===== config.mk =====
export PLATFORM = sky130hd
export DESIGN_NAME = app_sleep_wake_control
export DESIGN_NICKNAME = d
export VERILOG_FILES = /design/src/hw/sleep_wake_pkg.sv /design/src/hw/app_sleep_wake_control.sv
export SDC_FILE = /design/constraint.sdc
export NUM_CORES = 1
export LEC_CHECK = 0
export ABC_AREA = 1
export BUFFER_PORTS_ARGS = -buffer_cell sky130_fd_sc_hd__buf_2
export CAP_MARGIN = 20
export CORE_MARGIN = 8
export CORE_UTILIZATION = 60
export CTS_CLUSTER_SIZE = 8
export DETAILED_ROUTE_END_ITERATION = 6
export GPL_TIMING_DRIVEN = 0
export MAX_ROUTING_LAYER = met4
export PLACE_DENSITY = 0.76
export REMOVE_ABC_BUFFERS = 1
export SYNTH_ARGS = -nofsm -noshare
export SYNTH_HDL_FRONTEND = slang
export SYNTH_SLANG_ARGS = --single-unit

===== constraint.sdc =====
create_clock -name clock_i -period 3.5 [get_ports clock_i]
set_input_delay 0.525 -clock clock_i [delete_from_list [all_inputs] [get_ports clock_i]]
set_output_delay 0.525 -clock clock_i [all_outputs]
set_load 0.01 [all_outputs]

===== src/hw/sleep_wake_pkg.sv =====
// Register map, field layout and state encoding of the wake-up controller.
// Assumes a 32-bit register port with byte offsets and one system clock.
package sleep_wake_pkg;

	// Register byte offsets
	localparam logic [11:0] DEEP_SLEEP_WAKE_SOURCE_ENABLE_OFS = 12'h108;
	localparam logic [11:0] DEEP_SLEEP_TIMER_COUNTS_OFS       = 12'h10c;
	localparam logic [11:0] SLEEP_WAKE_SOURCE_ENABLE_OFS      = 12'h110;
	localparam logic [11:0] SLEEP_TIMER_COUNT_OFS             = 12'h114;
	localparam logic [11:0] PEER_WAKE_REQUEST_OFS             = 12'h118;
	localparam logic [11:0] WAKE_CAUSE_STATUS_OFS             = 12'h120;
	localparam logic [11:0] WAKE_CAUSE_MASK_OFS               = 12'h124;
	localparam int          ADDR_W                            = 12;
	localparam int          DATA_W                            = 32;

	// Wake source enable fields, same for sleep and deep sleep
	localparam int TIMER_WAKE_EN_BIT = 0;
	localparam int PEER_WAKE_EN_BIT  = 1;
	localparam int ENABLE_W          = 2;

	// Deep-sleep timer count fields
	localparam int DS_WAKE_POINT_LSB = 0;
	localparam int DS_OPP_POINT_LSB  = 16;
	localparam int DS_FIELD_W        = 16;

	// Peer wake request field
	localparam int PEER_WAKE_REQ_BIT = 0;

	// Wake cause status and mask fields
	localparam int SLEEP_PEER_CAUSE_BIT = 0;
	localparam int DEEP_PEER_CAUSE_BIT  = 1;
	localparam int SLEEP_TIMER_CAUSE_BIT = 2;
	localparam int DEEP_TIMER_CAUSE_BIT = 3;
	localparam int PLL_LOCKED_BIT       = 12;
	localparam int RTC_ALARM_BIT        = 14;
	localparam int CAUSE_W              = 15;
	localparam logic [CAUSE_W-1:0] CAUSE_IMPLEMENTED = 15'h500f;

	// Reset values
	localparam logic [DATA_W-1:0]   REG_RESET    = 32'h0000_0000;
	localparam logic [ENABLE_W-1:0] ENABLE_RESET = 2'h0;
	localparam logic [CAUSE_W-1:0]  CAUSE_RESET  = 15'h0000;
	localparam logic [DATA_W-1:0]   READ_ZERO    = 32'h0000_0000;

	// Power state, Gray coded along run, sleep, deep sleep
	typedef enum logic [1:0] {
		ST_RUN        = 2'h0,
		ST_SLEEP      = 2'h1,
		ST_DEEP_SLEEP = 2'h3
	} power_state_t;

endpackage : sleep_wake_pkg


===== src/hw/app_sleep_wake_control.sv =====
// Sleep and deep-sleep wake-up controller of the application subsystem.
// Assumes sleep and deep-sleep entry strobes come from logic on clock_i;
// peer wake, peer low-power, slow clock, alarm and lock come from pins.
`timescale 1ns/1ps

// What this block does
// - Deep-sleep peer wake enable lets a peer request end deep sleep, else ignored.
// - Deep-sleep timer wake enable runs the deep-sleep timer so it may end deep sleep.
// - Upper deep-sleep field, in slow clocks, sets when the operating point request rises.
// - Lower deep-sleep field, in slow clocks, sets when the wake request rises.
// - Sleep peer wake enable lets a peer request end sleep, else not.
// - Sleep timer wake enable lets sleep timer expiry end sleep, else not.
// - Sleep wake duration is a full 32-bit count of system clocks.
// - Writing one to the request bit asks the low-power peer to wake.
// - All enables, counts and the request bit reset to zero.
// - Status bits 3..0 report deep timer, sleep timer, deep peer, sleep peer wake.
// - Status bit 14 on alarm, bit 12 on lock, each raising the interrupt.
module app_sleep_wake_control
	import sleep_wake_pkg::*;
#(
	parameter int SLEEP_COUNT_W = 32,
	parameter int DEEP_COUNT_W  = DS_FIELD_W
) (
	input  wire logic              clock_i,
	input  wire logic              rst_n_i,
	input  wire logic              ce_i,
	input  wire logic [ADDR_W-1:0] addr_i,
	input  wire logic [DATA_W-1:0] wr_data_i,
	input  wire logic              wr_i,
	input  wire logic              rd_i,
	output logic      [DATA_W-1:0] rd_data_o,
	input  wire logic              sleep_enter_i,
	input  wire logic              deep_sleep_enter_i,
	input  wire logic              peer_wake_i,
	input  wire logic              peer_low_power_i,
	input  wire logic              slow_clk_i,
	input  wire logic              rtc_alarm_i,
	input  wire logic              pll_lock_i,
	output logic                   wake_o,
	output logic                   opp_request_o,
	output logic                   peer_wake_request_o,
	output logic      [1:0]        power_state_o,
	output logic                   irq_o
);

	// Software-visible registers
	logic [ENABLE_W-1:0]      deep_sleep_wake_source_enable;
	logic [DATA_W-1:0]        deep_sleep_timer_counts;
	logic [ENABLE_W-1:0]      sleep_wake_source_enable;
	logic [SLEEP_COUNT_W-1:0] sleep_timer_count;
	logic                     peer_wake_request_bit;
	logic [CAUSE_W-1:0]       wake_cause_status;
	logic [CAUSE_W-1:0]       wake_cause_mask;

	// Named fields of the enables and counts
	logic                    deep_sleep_timer_wake_enable;
	logic                    deep_sleep_peer_wake_enable;
	logic                    sleep_timer_wake_enable;
	logic                    sleep_peer_wake_enable;
	logic [DEEP_COUNT_W-1:0] deep_sleep_opp_point_count;
	logic [DEEP_COUNT_W-1:0] deep_sleep_wake_point_count;

	// Synchronisers for pin inputs
	logic [1:0] peer_wake_sync;
	logic [1:0] peer_lp_sync;
	logic [1:0] slow_clk_sync;
	logic [1:0] rtc_alarm_sync;
	logic [1:0] pll_lock_sync;
	logic       slow_clk_prev;
	logic       rtc_alarm_prev;
	logic       pll_lock_prev;
	logic       slow_tick;
	logic       rtc_alarm_rise;
	logic       pll_lock_rise;
	logic       peer_wake;

	// Power state and timers
	power_state_t             state;
	power_state_t             next_state;
	logic [SLEEP_COUNT_W-1:0] sleep_elapsed;
	logic [DEEP_COUNT_W-1:0]  deep_elapsed;
	logic                     sleep_timer_hit;
	logic                     sleep_peer_hit;
	logic                     deep_timer_hit;
	logic                     deep_peer_hit;
	logic                     deep_opp_hit;
	logic                     any_wake;

	// Register port decode
	logic                     wr_enable_deep;
	logic                     wr_counts_deep;
	logic                     wr_enable_sleep;
	logic                     wr_count_sleep;
	logic                     wr_peer_req;
	logic                     wr_status;
	logic                     wr_mask;
	logic [CAUSE_W-1:0]       cause_set;
	logic [CAUSE_W-1:0]       cause_clear;
	logic [DATA_W-1:0]        next_rd_data;

	assign deep_sleep_timer_wake_enable = deep_sleep_wake_source_enable[TIMER_WAKE_EN_BIT];
	assign deep_sleep_peer_wake_enable  = deep_sleep_wake_source_enable[PEER_WAKE_EN_BIT];
	assign sleep_timer_wake_enable      = sleep_wake_source_enable[TIMER_WAKE_EN_BIT];
	assign sleep_peer_wake_enable       = sleep_wake_source_enable[PEER_WAKE_EN_BIT];
	assign deep_sleep_opp_point_count   =
		deep_sleep_timer_counts[DS_OPP_POINT_LSB +: DEEP_COUNT_W];
	assign deep_sleep_wake_point_count  =
		deep_sleep_timer_counts[DS_WAKE_POINT_LSB +: DEEP_COUNT_W];

	// Write strobes per register
	assign wr_enable_deep  = wr_i && (addr_i == DEEP_SLEEP_WAKE_SOURCE_ENABLE_OFS);
	assign wr_counts_deep  = wr_i && (addr_i == DEEP_SLEEP_TIMER_COUNTS_OFS);
	assign wr_enable_sleep = wr_i && (addr_i == SLEEP_WAKE_SOURCE_ENABLE_OFS);
	assign wr_count_sleep  = wr_i && (addr_i == SLEEP_TIMER_COUNT_OFS);
	assign wr_peer_req     = wr_i && (addr_i == PEER_WAKE_REQUEST_OFS);
	assign wr_status       = wr_i && (addr_i == WAKE_CAUSE_STATUS_OFS);
	assign wr_mask         = wr_i && (addr_i == WAKE_CAUSE_MASK_OFS);

	// Two-stage synchronisers and edge history; only the second stage is read onward
	always_ff @(posedge clock_i or negedge rst_n_i) begin
		if (!rst_n_i) begin
			peer_wake_sync <= 2'h0;
			peer_lp_sync   <= 2'h0;
			slow_clk_sync  <= 2'h0;
			rtc_alarm_sync <= 2'h0;
			pll_lock_sync  <= 2'h0;
			slow_clk_prev  <= 1'b0;
			rtc_alarm_prev <= 1'b0;
			pll_lock_prev  <= 1'b0;
		end else if (ce_i) begin
			peer_wake_sync <= {peer_wake_sync[0], peer_wake_i};
			peer_lp_sync   <= {peer_lp_sync[0], peer_low_power_i};
			slow_clk_sync  <= {slow_clk_sync[0], slow_clk_i};
			rtc_alarm_sync <= {rtc_alarm_sync[0], rtc_alarm_i};
			pll_lock_sync  <= {pll_lock_sync[0], pll_lock_i};
			slow_clk_prev  <= slow_clk_sync[1];
			rtc_alarm_prev <= rtc_alarm_sync[1];
			pll_lock_prev  <= pll_lock_sync[1];
		end
	end

	// Slow clock must be well below clock_i or ticks are missed
	assign slow_tick      = slow_clk_sync[1] && !slow_clk_prev;
	assign rtc_alarm_rise = rtc_alarm_sync[1] && !rtc_alarm_prev;
	assign pll_lock_rise  = pll_lock_sync[1] && !pll_lock_prev;
	assign peer_wake      = peer_wake_sync[1];

	// Wake conditions, each gated by its own enable
	assign sleep_timer_hit = (state == ST_SLEEP) && sleep_timer_wake_enable &&
		(sleep_elapsed == sleep_timer_count);
	assign sleep_peer_hit  = (state == ST_SLEEP) && sleep_peer_wake_enable &&
		peer_wake;
	assign deep_timer_hit  = (state == ST_DEEP_SLEEP) && deep_sleep_timer_wake_enable &&
		slow_tick && (deep_elapsed == deep_sleep_wake_point_count);
	assign deep_opp_hit    = (state == ST_DEEP_SLEEP) && deep_sleep_timer_wake_enable &&
		slow_tick && (deep_elapsed == deep_sleep_opp_point_count);
	assign deep_peer_hit   = (state == ST_DEEP_SLEEP) && deep_sleep_peer_wake_enable &&
		peer_wake;
	assign any_wake = sleep_timer_hit || sleep_peer_hit || deep_timer_hit || deep_peer_hit;

	// Next power state; a wake always returns to run
	always_comb begin
		next_state = state;
		unique case (state)
			ST_RUN: begin
				if (deep_sleep_enter_i) begin
					next_state = ST_DEEP_SLEEP;
				end else if (sleep_enter_i) begin
					next_state = ST_SLEEP;
				end
			end
			ST_SLEEP: begin
				if (sleep_timer_hit || sleep_peer_hit) begin
					next_state = ST_RUN;
				end
			end
			ST_DEEP_SLEEP: begin
				if (deep_timer_hit || deep_peer_hit) begin
					next_state = ST_RUN;
				end
			end
			default: begin
				next_state = ST_RUN;
			end
		endcase
	end

	// Power state and its registered copy for the outside
	always_ff @(posedge clock_i or negedge rst_n_i) begin
		if (!rst_n_i) begin
			state         <= ST_RUN;
			power_state_o <= ST_RUN;
		end else if (ce_i) begin
			state         <= next_state;
			power_state_o <= next_state;
		end
	end

	// Sleep timer: clears on entry, counts system clocks while asleep
	always_ff @(posedge clock_i or negedge rst_n_i) begin
		if (!rst_n_i) begin
			sleep_elapsed <= '0;
		end else if (ce_i) begin
			if (state != ST_SLEEP) begin
				sleep_elapsed <= '0;
			end else if (!sleep_timer_hit) begin
				sleep_elapsed <= sleep_elapsed + 1'b1;
			end
		end
	end

	// Deep-sleep timer: runs only when enabled, one step per slow tick
	always_ff @(posedge clock_i or negedge rst_n_i) begin
		if (!rst_n_i) begin
			deep_elapsed <= '0;
		end else if (ce_i) begin
			if (state != ST_DEEP_SLEEP) begin
				deep_elapsed <= '0;
			end else if (deep_sleep_timer_wake_enable && slow_tick) begin
				deep_elapsed <= deep_elapsed + 1'b1;
			end
		end
	end

	// Operating point request rises at its point, falls on leaving deep sleep
	always_ff @(posedge clock_i or negedge rst_n_i) begin
		if (!rst_n_i) begin
			opp_request_o <= 1'b0;
		end else if (ce_i) begin
			if (state != ST_DEEP_SLEEP || next_state != ST_DEEP_SLEEP) begin
				opp_request_o <= 1'b0;
			end else if (deep_opp_hit) begin
				opp_request_o <= 1'b1;
			end
		end
	end

	// Wake pulse: one cycle per exit from sleep or deep sleep
	always_ff @(posedge clock_i or negedge rst_n_i) begin
		if (!rst_n_i) begin
			wake_o <= 1'b0;
		end else if (ce_i) begin
			wake_o <= any_wake;
		end
	end

	// Enables and counts, all zero so no source wakes after reset
	always_ff @(posedge clock_i or negedge rst_n_i) begin
		if (!rst_n_i) begin
			deep_sleep_wake_source_enable <= ENABLE_RESET;
			deep_sleep_timer_counts       <= REG_RESET;
			sleep_wake_source_enable      <= ENABLE_RESET;
			sleep_timer_count             <= '0;
		end else if (ce_i) begin
			if (wr_enable_deep) begin
				deep_sleep_wake_source_enable <= wr_data_i[ENABLE_W-1:0];
			end
			if (wr_counts_deep) begin
				deep_sleep_timer_counts <= wr_data_i;
			end
			if (wr_enable_sleep) begin
				sleep_wake_source_enable <= wr_data_i[ENABLE_W-1:0];
			end
			if (wr_count_sleep) begin
				sleep_timer_count <= wr_data_i[SLEEP_COUNT_W-1:0];
			end
		end
	end

	// Request bit held until software writes zero; reaches the peer only while it naps
	always_ff @(posedge clock_i or negedge rst_n_i) begin
		if (!rst_n_i) begin
			peer_wake_request_bit <= 1'b0;
			peer_wake_request_o   <= 1'b0;
		end else if (ce_i) begin
			if (wr_peer_req) begin
				peer_wake_request_bit <= wr_data_i[PEER_WAKE_REQ_BIT];
			end
			peer_wake_request_o <= peer_wake_request_bit && peer_lp_sync[1];
		end
	end

	// Cause events and write-one-to-clear mask
	always_comb begin
		cause_set = CAUSE_RESET;
		cause_set[SLEEP_PEER_CAUSE_BIT]  = sleep_peer_hit;
		cause_set[DEEP_PEER_CAUSE_BIT]   = deep_peer_hit;
		cause_set[SLEEP_TIMER_CAUSE_BIT] = sleep_timer_hit;
		cause_set[DEEP_TIMER_CAUSE_BIT]  = deep_timer_hit;
		cause_set[PLL_LOCKED_BIT]        = pll_lock_rise;
		cause_set[RTC_ALARM_BIT]         = rtc_alarm_rise;
		cause_clear = wr_status ? wr_data_i[CAUSE_W-1:0] : CAUSE_RESET;
	end

	// Sticky status; a new event beats a clear in the same cycle
	always_ff @(posedge clock_i or negedge rst_n_i) begin
		if (!rst_n_i) begin
			wake_cause_status <= CAUSE_RESET;
		end else if (ce_i) begin
			wake_cause_status <= (wake_cause_status & ~cause_clear) | cause_set;
		end
	end

	// Interrupt mask; unimplemented bits never stick
	always_ff @(posedge clock_i or negedge rst_n_i) begin
		if (!rst_n_i) begin
			wake_cause_mask <= CAUSE_RESET;
		end else if (ce_i && wr_mask) begin
			wake_cause_mask <= wr_data_i[CAUSE_W-1:0] & CAUSE_IMPLEMENTED;
		end
	end

	// Level interrupt, one cycle behind the status
	always_ff @(posedge clock_i or negedge rst_n_i) begin
		if (!rst_n_i) begin
			irq_o <= 1'b0;
		end else if (ce_i) begin
			irq_o <= |(wake_cause_status & wake_cause_mask);
		end
	end

	// Read mux; unmapped offsets read zero
	always_comb begin
		next_rd_data = READ_ZERO;
		unique case (addr_i)
			DEEP_SLEEP_WAKE_SOURCE_ENABLE_OFS: begin
				next_rd_data[ENABLE_W-1:0] = deep_sleep_wake_source_enable;
			end
			DEEP_SLEEP_TIMER_COUNTS_OFS: begin
				next_rd_data = deep_sleep_timer_counts;
			end
			SLEEP_WAKE_SOURCE_ENABLE_OFS: begin
				next_rd_data[ENABLE_W-1:0] = sleep_wake_source_enable;
			end
			SLEEP_TIMER_COUNT_OFS: begin
				next_rd_data[SLEEP_COUNT_W-1:0] = sleep_timer_count;
			end
			PEER_WAKE_REQUEST_OFS: begin
				next_rd_data[PEER_WAKE_REQ_BIT] = peer_wake_request_bit;
			end
			WAKE_CAUSE_STATUS_OFS: begin
				next_rd_data[CAUSE_W-1:0] = wake_cause_status;
			end
			WAKE_CAUSE_MASK_OFS: begin
				next_rd_data[CAUSE_W-1:0] = wake_cause_mask;
			end
			default: begin
				next_rd_data = READ_ZERO;
			end
		endcase
	end

	// Read data valid only in the cycle after the strobe
	always_ff @(posedge clock_i or negedge rst_n_i) begin
		if (!rst_n_i) begin
			rd_data_o <= READ_ZERO;
		end else if (ce_i) begin
			rd_data_o <= rd_i ? next_rd_data : READ_ZERO;
		end
	end

endmodule : app_sleep_wake_control


# --- Yosys cells after proc, flatten, opt, wreduce, memory -nomap -nowiden ---
# Index checks and enable logic that the tools add are counted.
classes:
  n_reduce_logical: 43
  bitwise: 4
  n_eq_ne: 16
  mux: 17
  n_addsub: 2
op_table:
  columns: ["operator", "count"]
  rows:
  - ["two-way mux 32 bit", 3]
  - ["equality test 12 x 9 -> 1 bit, second input constant", 7]
  - ["one-hot mux 13 bit (4 select lines)", 1]
  - ["one-hot mux 17 bit (2 select lines)", 1]
  - ["adder 32 x 1 -> 32 bit, second input constant", 1]
  - ["equality test 16 bit", 2]
  - ["equality test 32 bit", 1]
  - ["two-way mux 16 bit", 2]
  - ["AND 15 bit", 2]
  - ["logical AND 1 bit", 23]
  - ["adder 16 x 1 -> 16 bit, second input constant", 1]
  - ["AND reduction 2 bit", 8]
  - ["two-way mux 15 bit", 1]
  - ["NOT 15 bit", 1]
  - ["OR 15 bit", 1]
  - ["OR reduction 15 bit", 1]
  - ["two-way mux 2 bit", 4]
  - ["one-hot mux 1 bit (7 select lines)", 1]
  - ["one-hot mux 1 bit (6 select lines)", 1]
  - ["one-hot mux 2 bit (3 select lines)", 1]
  - ["logical OR 1 bit", 5]
  - ["inequality test 2 x 1 -> 1 bit, second input constant", 2]
  - ["inequality test 2 bit, second input constant", 2]
  - ["nonzero test 2 bit", 2]
  - ["5 further kinds", 8]
word_totals:
  in_bits: 56
  reg_bits: 189
  out_inout_bits: 38
  wordCells: 105

# --- Depth between registers and ports, before layout ---
depth:
  ltp_word: 11
  depth_mapped: 13

# --- Worst setup path after synthesis ---
# OpenSTA, ideal clock, no wires.
synth_timing:
  kind: "input to register"
  startpoint: "in addr_i[7]"
  endpoint: "reg deep_sleep_timer_counts[0]"
  setup_time_ns: 0.120
  path_buffers: 2
  required_ns: 3.380
  setup_slack_ns: 1.684
  arrival_ns: 1.696
  cell_stages: 10
  cell_sequence: "nor2_1 > nand3_1 > nor2_1 > nand2_1 > buf_2 > inv_2 > nand2_2 > clkbuf_1 > o21ai_0 > inv_1"
synth_between:
  elab_chain_len: 3
synth_rtl:
  columns: ["element", "line", "rtl"]
  rows:
  - ["from (decl)", "app_sleep_wake_control.sv:27", "input wire logic [ADDR_W-1:0] addr_i,"]
  - ["equality test 12 x 9 -> 1 bit", "app_sleep_wake_control.sv:112", "assign wr_counts_deep = wr_i && (addr_i == DEEP_SLEEP_TIMER_COUNTS_OFS);"]
  - ["logical AND 1 bit", "app_sleep_wake_control.sv:112", null]
  - ["AND reduction 2 bit (no line)", null, null]
  - ["to (signal assigned)", "app_sleep_wake_control.sv:259", "deep_sleep_timer_counts <= wr_data_i;"]
  - ["to (decl)", "app_sleep_wake_control.sv:48", "logic [DATA_W-1:0] deep_sleep_timer_counts;"]
# Every way passes these cells.
# A chain may end at the register's enable or synchronous reset.

# --- Worst setup path after layout ---
layout_timing:
  startpoint: "reg state[1]"
  endpoint: "reg sleep_elapsed[7]"
layout_between:
  elab_chain_len: 5
layout_rtl:
  columns: ["element", "line", "rtl"]
  rows:
  - ["from (decl)", "app_sleep_wake_control.sv:78", "power_state_t state;"]
  - ["from (signal assigned)", "app_sleep_wake_control.sv:194", "state <= next_state;"]
  - ["equality test 2 x 1 -> 1 bit", "app_sleep_wake_control.sv:149", "assign sleep_timer_hit = (state == ST_SLEEP) && sleep_timer_wake_enable &&"]
  - ["logical AND 1 bit (2 in series)", "app_sleep_wake_control.sv:149", null]
  - ["inequality test 2 x 1 -> 1 bit (no line)", null, null]
  - ["AND reduction 2 bit (no line)", null, null]
  - ["to (signal assigned)", "app_sleep_wake_control.sv:207", "sleep_elapsed <= sleep_elapsed + 1'b1;"]
  - ["to (decl)", "app_sleep_wake_control.sv:80", "logic [SLEEP_COUNT_W-1:0] sleep_elapsed;"]
# Parallel ways exist; a longest one is shown, timed or not.

==> results.sh <==
export IMPL_grt_overflow_total=0
export IMPL_gp_congestion=0.974
export IMPL_yosysMostFrequentCell="nand2_1"
export IMPL_slew_violations=0
export IMPL_die_h_um=146
export IMPL_drt_vias_per_instance=5.70
export IMPL_p_comb_frac=0.097
export IMPL_r2r_cells=10
export IMPL_cp_data_arrival_time_ns=3.50
export IMPL_num_antenna_cells=0
export IMPL_cp_end_kind="register"
export IMPL_finalPower_mw=4.78
export IMPL_yosysWarnings=0
export IMPL_yosysSeqAreaShare=0.467
export IMPL_placed_cells=1669
export IMPL_clk_pin_slew_worst_paths_ns=0.08
export IMPL_power_switching_mw=1.45
export IMPL_synthAdderAreaFrac=0.00247
export IMPL_netlist_top_cells_count="425 x nand2_1, 202 x inv_1, 189 x dfrtp_1, 131 x o21ai_0, 122 x nor2_1"
export IMPL_vias=9714
export IMPL_p_int_mw=3.33
export IMPL_htreeDepth=4
export IMPL_wire_per_inst_um=18.8
export IMPL_clock_latency_ns=0.45
export IMPL_status="finished, violations left"
export IMPL_cts_tree="done"
export IMPL_synth_edf_count=0
export IMPL_violations="DRC"
export IMPL_fin_skew_ns=0.0133
export IMPL_synth_flop_cell="dfrtp_1"
export IMPL_r2r_start="state[1]"
export IMPL_seq_power_share=0.480
export IMPL_cts_resized=0
export IMPL_maxCapViolations=0
export IMPL_synth_xor_area_share=0.0190
export IMPL_synth_top_family_by_area="simple AND/OR/NAND/NOR gates"
export IMPL_final_cells=1705
export IMPL_rsz0062_at_grt="false"
export IMPL_worst_r2r_endpoint="sleep_elapsed[7]"
export IMPL_critical_path_required_ns=3.87
export IMPL_start_kind="register"
export IMPL_synth_compound_area_frac=0.137
export IMPL_pwr_share_clk=0.422
export IMPL_antenna_found_initial=0
export IMPL_synth_simple_area_share=0.272
export IMPL_ys_types=38
export IMPL_cts_buffer_depth=2
export IMPL_slew_headroom=0.267
export IMPL_clockRootBuffer="clkbuf_16"
export IMPL_cts_hold_buf=0
export IMPL_fmax_mhz=319
export IMPL_powerDensity_nw_per_um2=419
export IMPL_syn_to_final_growth_pct=12.6
export IMPL_ant_nets=0
export IMPL_dieArea_um2=21300
export IMPL_wl_um=32000
export IMPL_synth_mux_area_frac=0.00555
export IMPL_cts_sinks=189
export IMPL_setup_violations=0
export IMPL_leakagePower_nw=5.65
export IMPL_track_usage=0.312
export IMPL_critical_path_max_fanout=34
export IMPL_seqCellArea_um2=4730
export IMPL_cts_buffers=17
export IMPL_synthArstFlopShare=1.00
export IMPL_peakVddDrop_mv=0.537
export IMPL_post_cts_setup_buffers=0
export IMPL_row_count=47
export IMPL_drive_above_1_share=0.104
export IMPL_hold_path_class="input port to asynchronous set/reset pin"
export IMPL_grt_pass1_vias=9554
export IMPL_netlist_instances=1397
export IMPL_ys_ff_latch=189
export IMPL_nets=1530
export IMPL_n_fill_cell=1429
export IMPL_worstSetupPathType="register to register"
export IMPL_ios=94
export IMPL_multi_input_area_um2=4430
export IMPL_rrSetupSlack_ns=0.36
export IMPL_finalHoldViolCount=0
export IMPL_syn_avg_cell_area_um2=7.26
export IMPL_dp_hpwl_um=23500
export IMPL_finalCriticalPeriod_ns=3.14
export IMPL_core_area_um2=16500
export IMPL_grt_max_degree=118
export IMPL_tightest_slew_ns=1.10
export IMPL_die_w_um=146
export IMPL_drc=1
export IMPL_synth_top_area_frac=0.467
export IMPL_period_share=0.896
export IMPL_start_util=0.613
export IMPL_grt_pass1_wl_um=50800
export IMPL_ys_top_cells_by_area="dfrtp_1 47%, nand2_1 16%, inv_1 7.5%"
export IMPL_first_pass_iters=7
export IMPL_yosys_area_top_type="dfrtp_1"
export IMPL_drt_iter0_drc=1001
export IMPL_synthesis_area_um2=10100
export IMPL_port_buffers=93
export IMPL_p_sw_frac=0.303
-- state kept, by name, summed over array words and instances (netlist names) --
signal / cells
deep_sleep_timer_counts: 32
rd_data_o: 32
sleep_elapsed: 32
sleep_timer_count: 32
deep_elapsed: 16
wake_cause_status: 15
wake_cause_mask: 6
deep_sleep_wake_source_enable: 2
peer_lp_sync: 2
peer_wake_sync: 2
pll_lock_sync: 2
rtc_alarm_sync: 2
sleep_wake_source_enable: 2
slow_clk_sync: 2
state: 2
irq_o: 1
opp_request_o: 1
peer_wake_request_bit: 1
peer_wake_request_o: 1
pll_lock_prev: 1
rtc_alarm_prev: 1
slow_clk_prev: 1
wake_o: 1
-- power by group through the flow --
stage	Clock, mW	Combinational (mW)	Sequential [mW]
2_1_floorplan	0	0.227	2.32
3_3_place_gp	0	0.422	2.32
3_5_place_dp	0	0.440	2.32
4_1_cts	2.02	0.439	2.28
5_1_grt	2.10	0.514	2.30
6_report	2.02	0.465	2.29
-- final cells by class --
| type | instances | share of cell area |
|---|---|---|
| multi-input cells | 958 | 0.389 |
| repair buffers | 99 | 0.0516 |
| clock inverters | 15 | 0.0158 |
| flip-flops and latches | 189 | 0.414 |
| inverters | 207 | 0.0681 |
| clock buffers | 17 | 0.0373 |
| well taps | 220 | 0.0241 |
-- metrics by stage --
step / worst slack [ns] / utilization / hold WS (ns) / TNS (ns) / instance area (um^2)
after floorplan: 0.759 / - / 0.229 / 0 / 9930
after global placement: -1.19 / 0.646 / 0.440 / -239.32 / 10700
after detailed placement: 0.0525 / 0.650 / 0.454 / 0 / 10700
after CTS: 0.263 / 0.687 / 0.187 / 0 / 11400
after global routing: 0.246 / 0.691 / 0.209 / 0 / 11400
final: 0.364 / 0.691 / 0.120 / 0 / 11400
-- how the worst max path moves through the flow --
| stage | start | end | depth (start not counted) |
|---|---|---|---|
| after detailed placement | addr_i[7] | deep_sleep_timer_counts[10] | 9 |
| after global routing | state[1] | sleep_elapsed[7] | 10 |
| after CTS | state[1] | sleep_elapsed[7] | 10 |
| after floorplan | state[1] | sleep_elapsed[17] | 8 |
| final | state[1] | sleep_elapsed[7] | 10 |
| after global placement | rst_n_i | rd_data_o[20] | 1 |
-- layout by cell type (no fill, tap or decap), types with 5 or more instances in the layout --
master / count
a21oi_1: 37
a22o_1: 17
buf_2: 92
clkbuf_16: 17
dfrtp_1: 189
inv_1: 202
inv_8: 6
mux2_2: 5
nand2_1: 424
nand3_1: 68
nand4_1: 21
nor2_1: 122
nor3_1: 21
o21ai_0: 130
o21ai_1: 34
o22ai_1: 26
xnor2_1: 12
xor2_1: 10
-- worst max-delay path, cell delays in order (launching register included) --
cell     delay, ns
dfrtp_1       0.56
nor2_4        0.57
nand4_1       0.31
nor2_1        0.20
nand2_1       0.08
nor2_1        0.15
nand3_1       0.20
nand2_2       0.56
buf_16        0.26
nand2_1       0.07
o21ai_1       0.09
-- routing by layer --
layer	up-vias	routed length (um)	GRT usage
li1	4609	-	-
met1	4533	13200	0.403
met2	482	14800	0.474
met3	90	2670	0.0507
met4	0	1400	0.144
met5	-	0	-
-- cell families (layout without fill, tap and decap cells) --
| family | Yosys count | count (layout) |
|---|---|---|
| flip-flops | 189 | 189 |
| adder cells (fa/ha/maj) | 2 | 2 |
| AO/OA/AOI/OAI | 253 | 253 |
| multiplexers | 5 | 5 |
| AND/OR/NAND/NOR | 675 | 676 |
| buffers and inverters | 251 | 338 |
| XOR/XNOR | 22 | 22 |
Note: power is estimated with default switching activity, not from simulation.
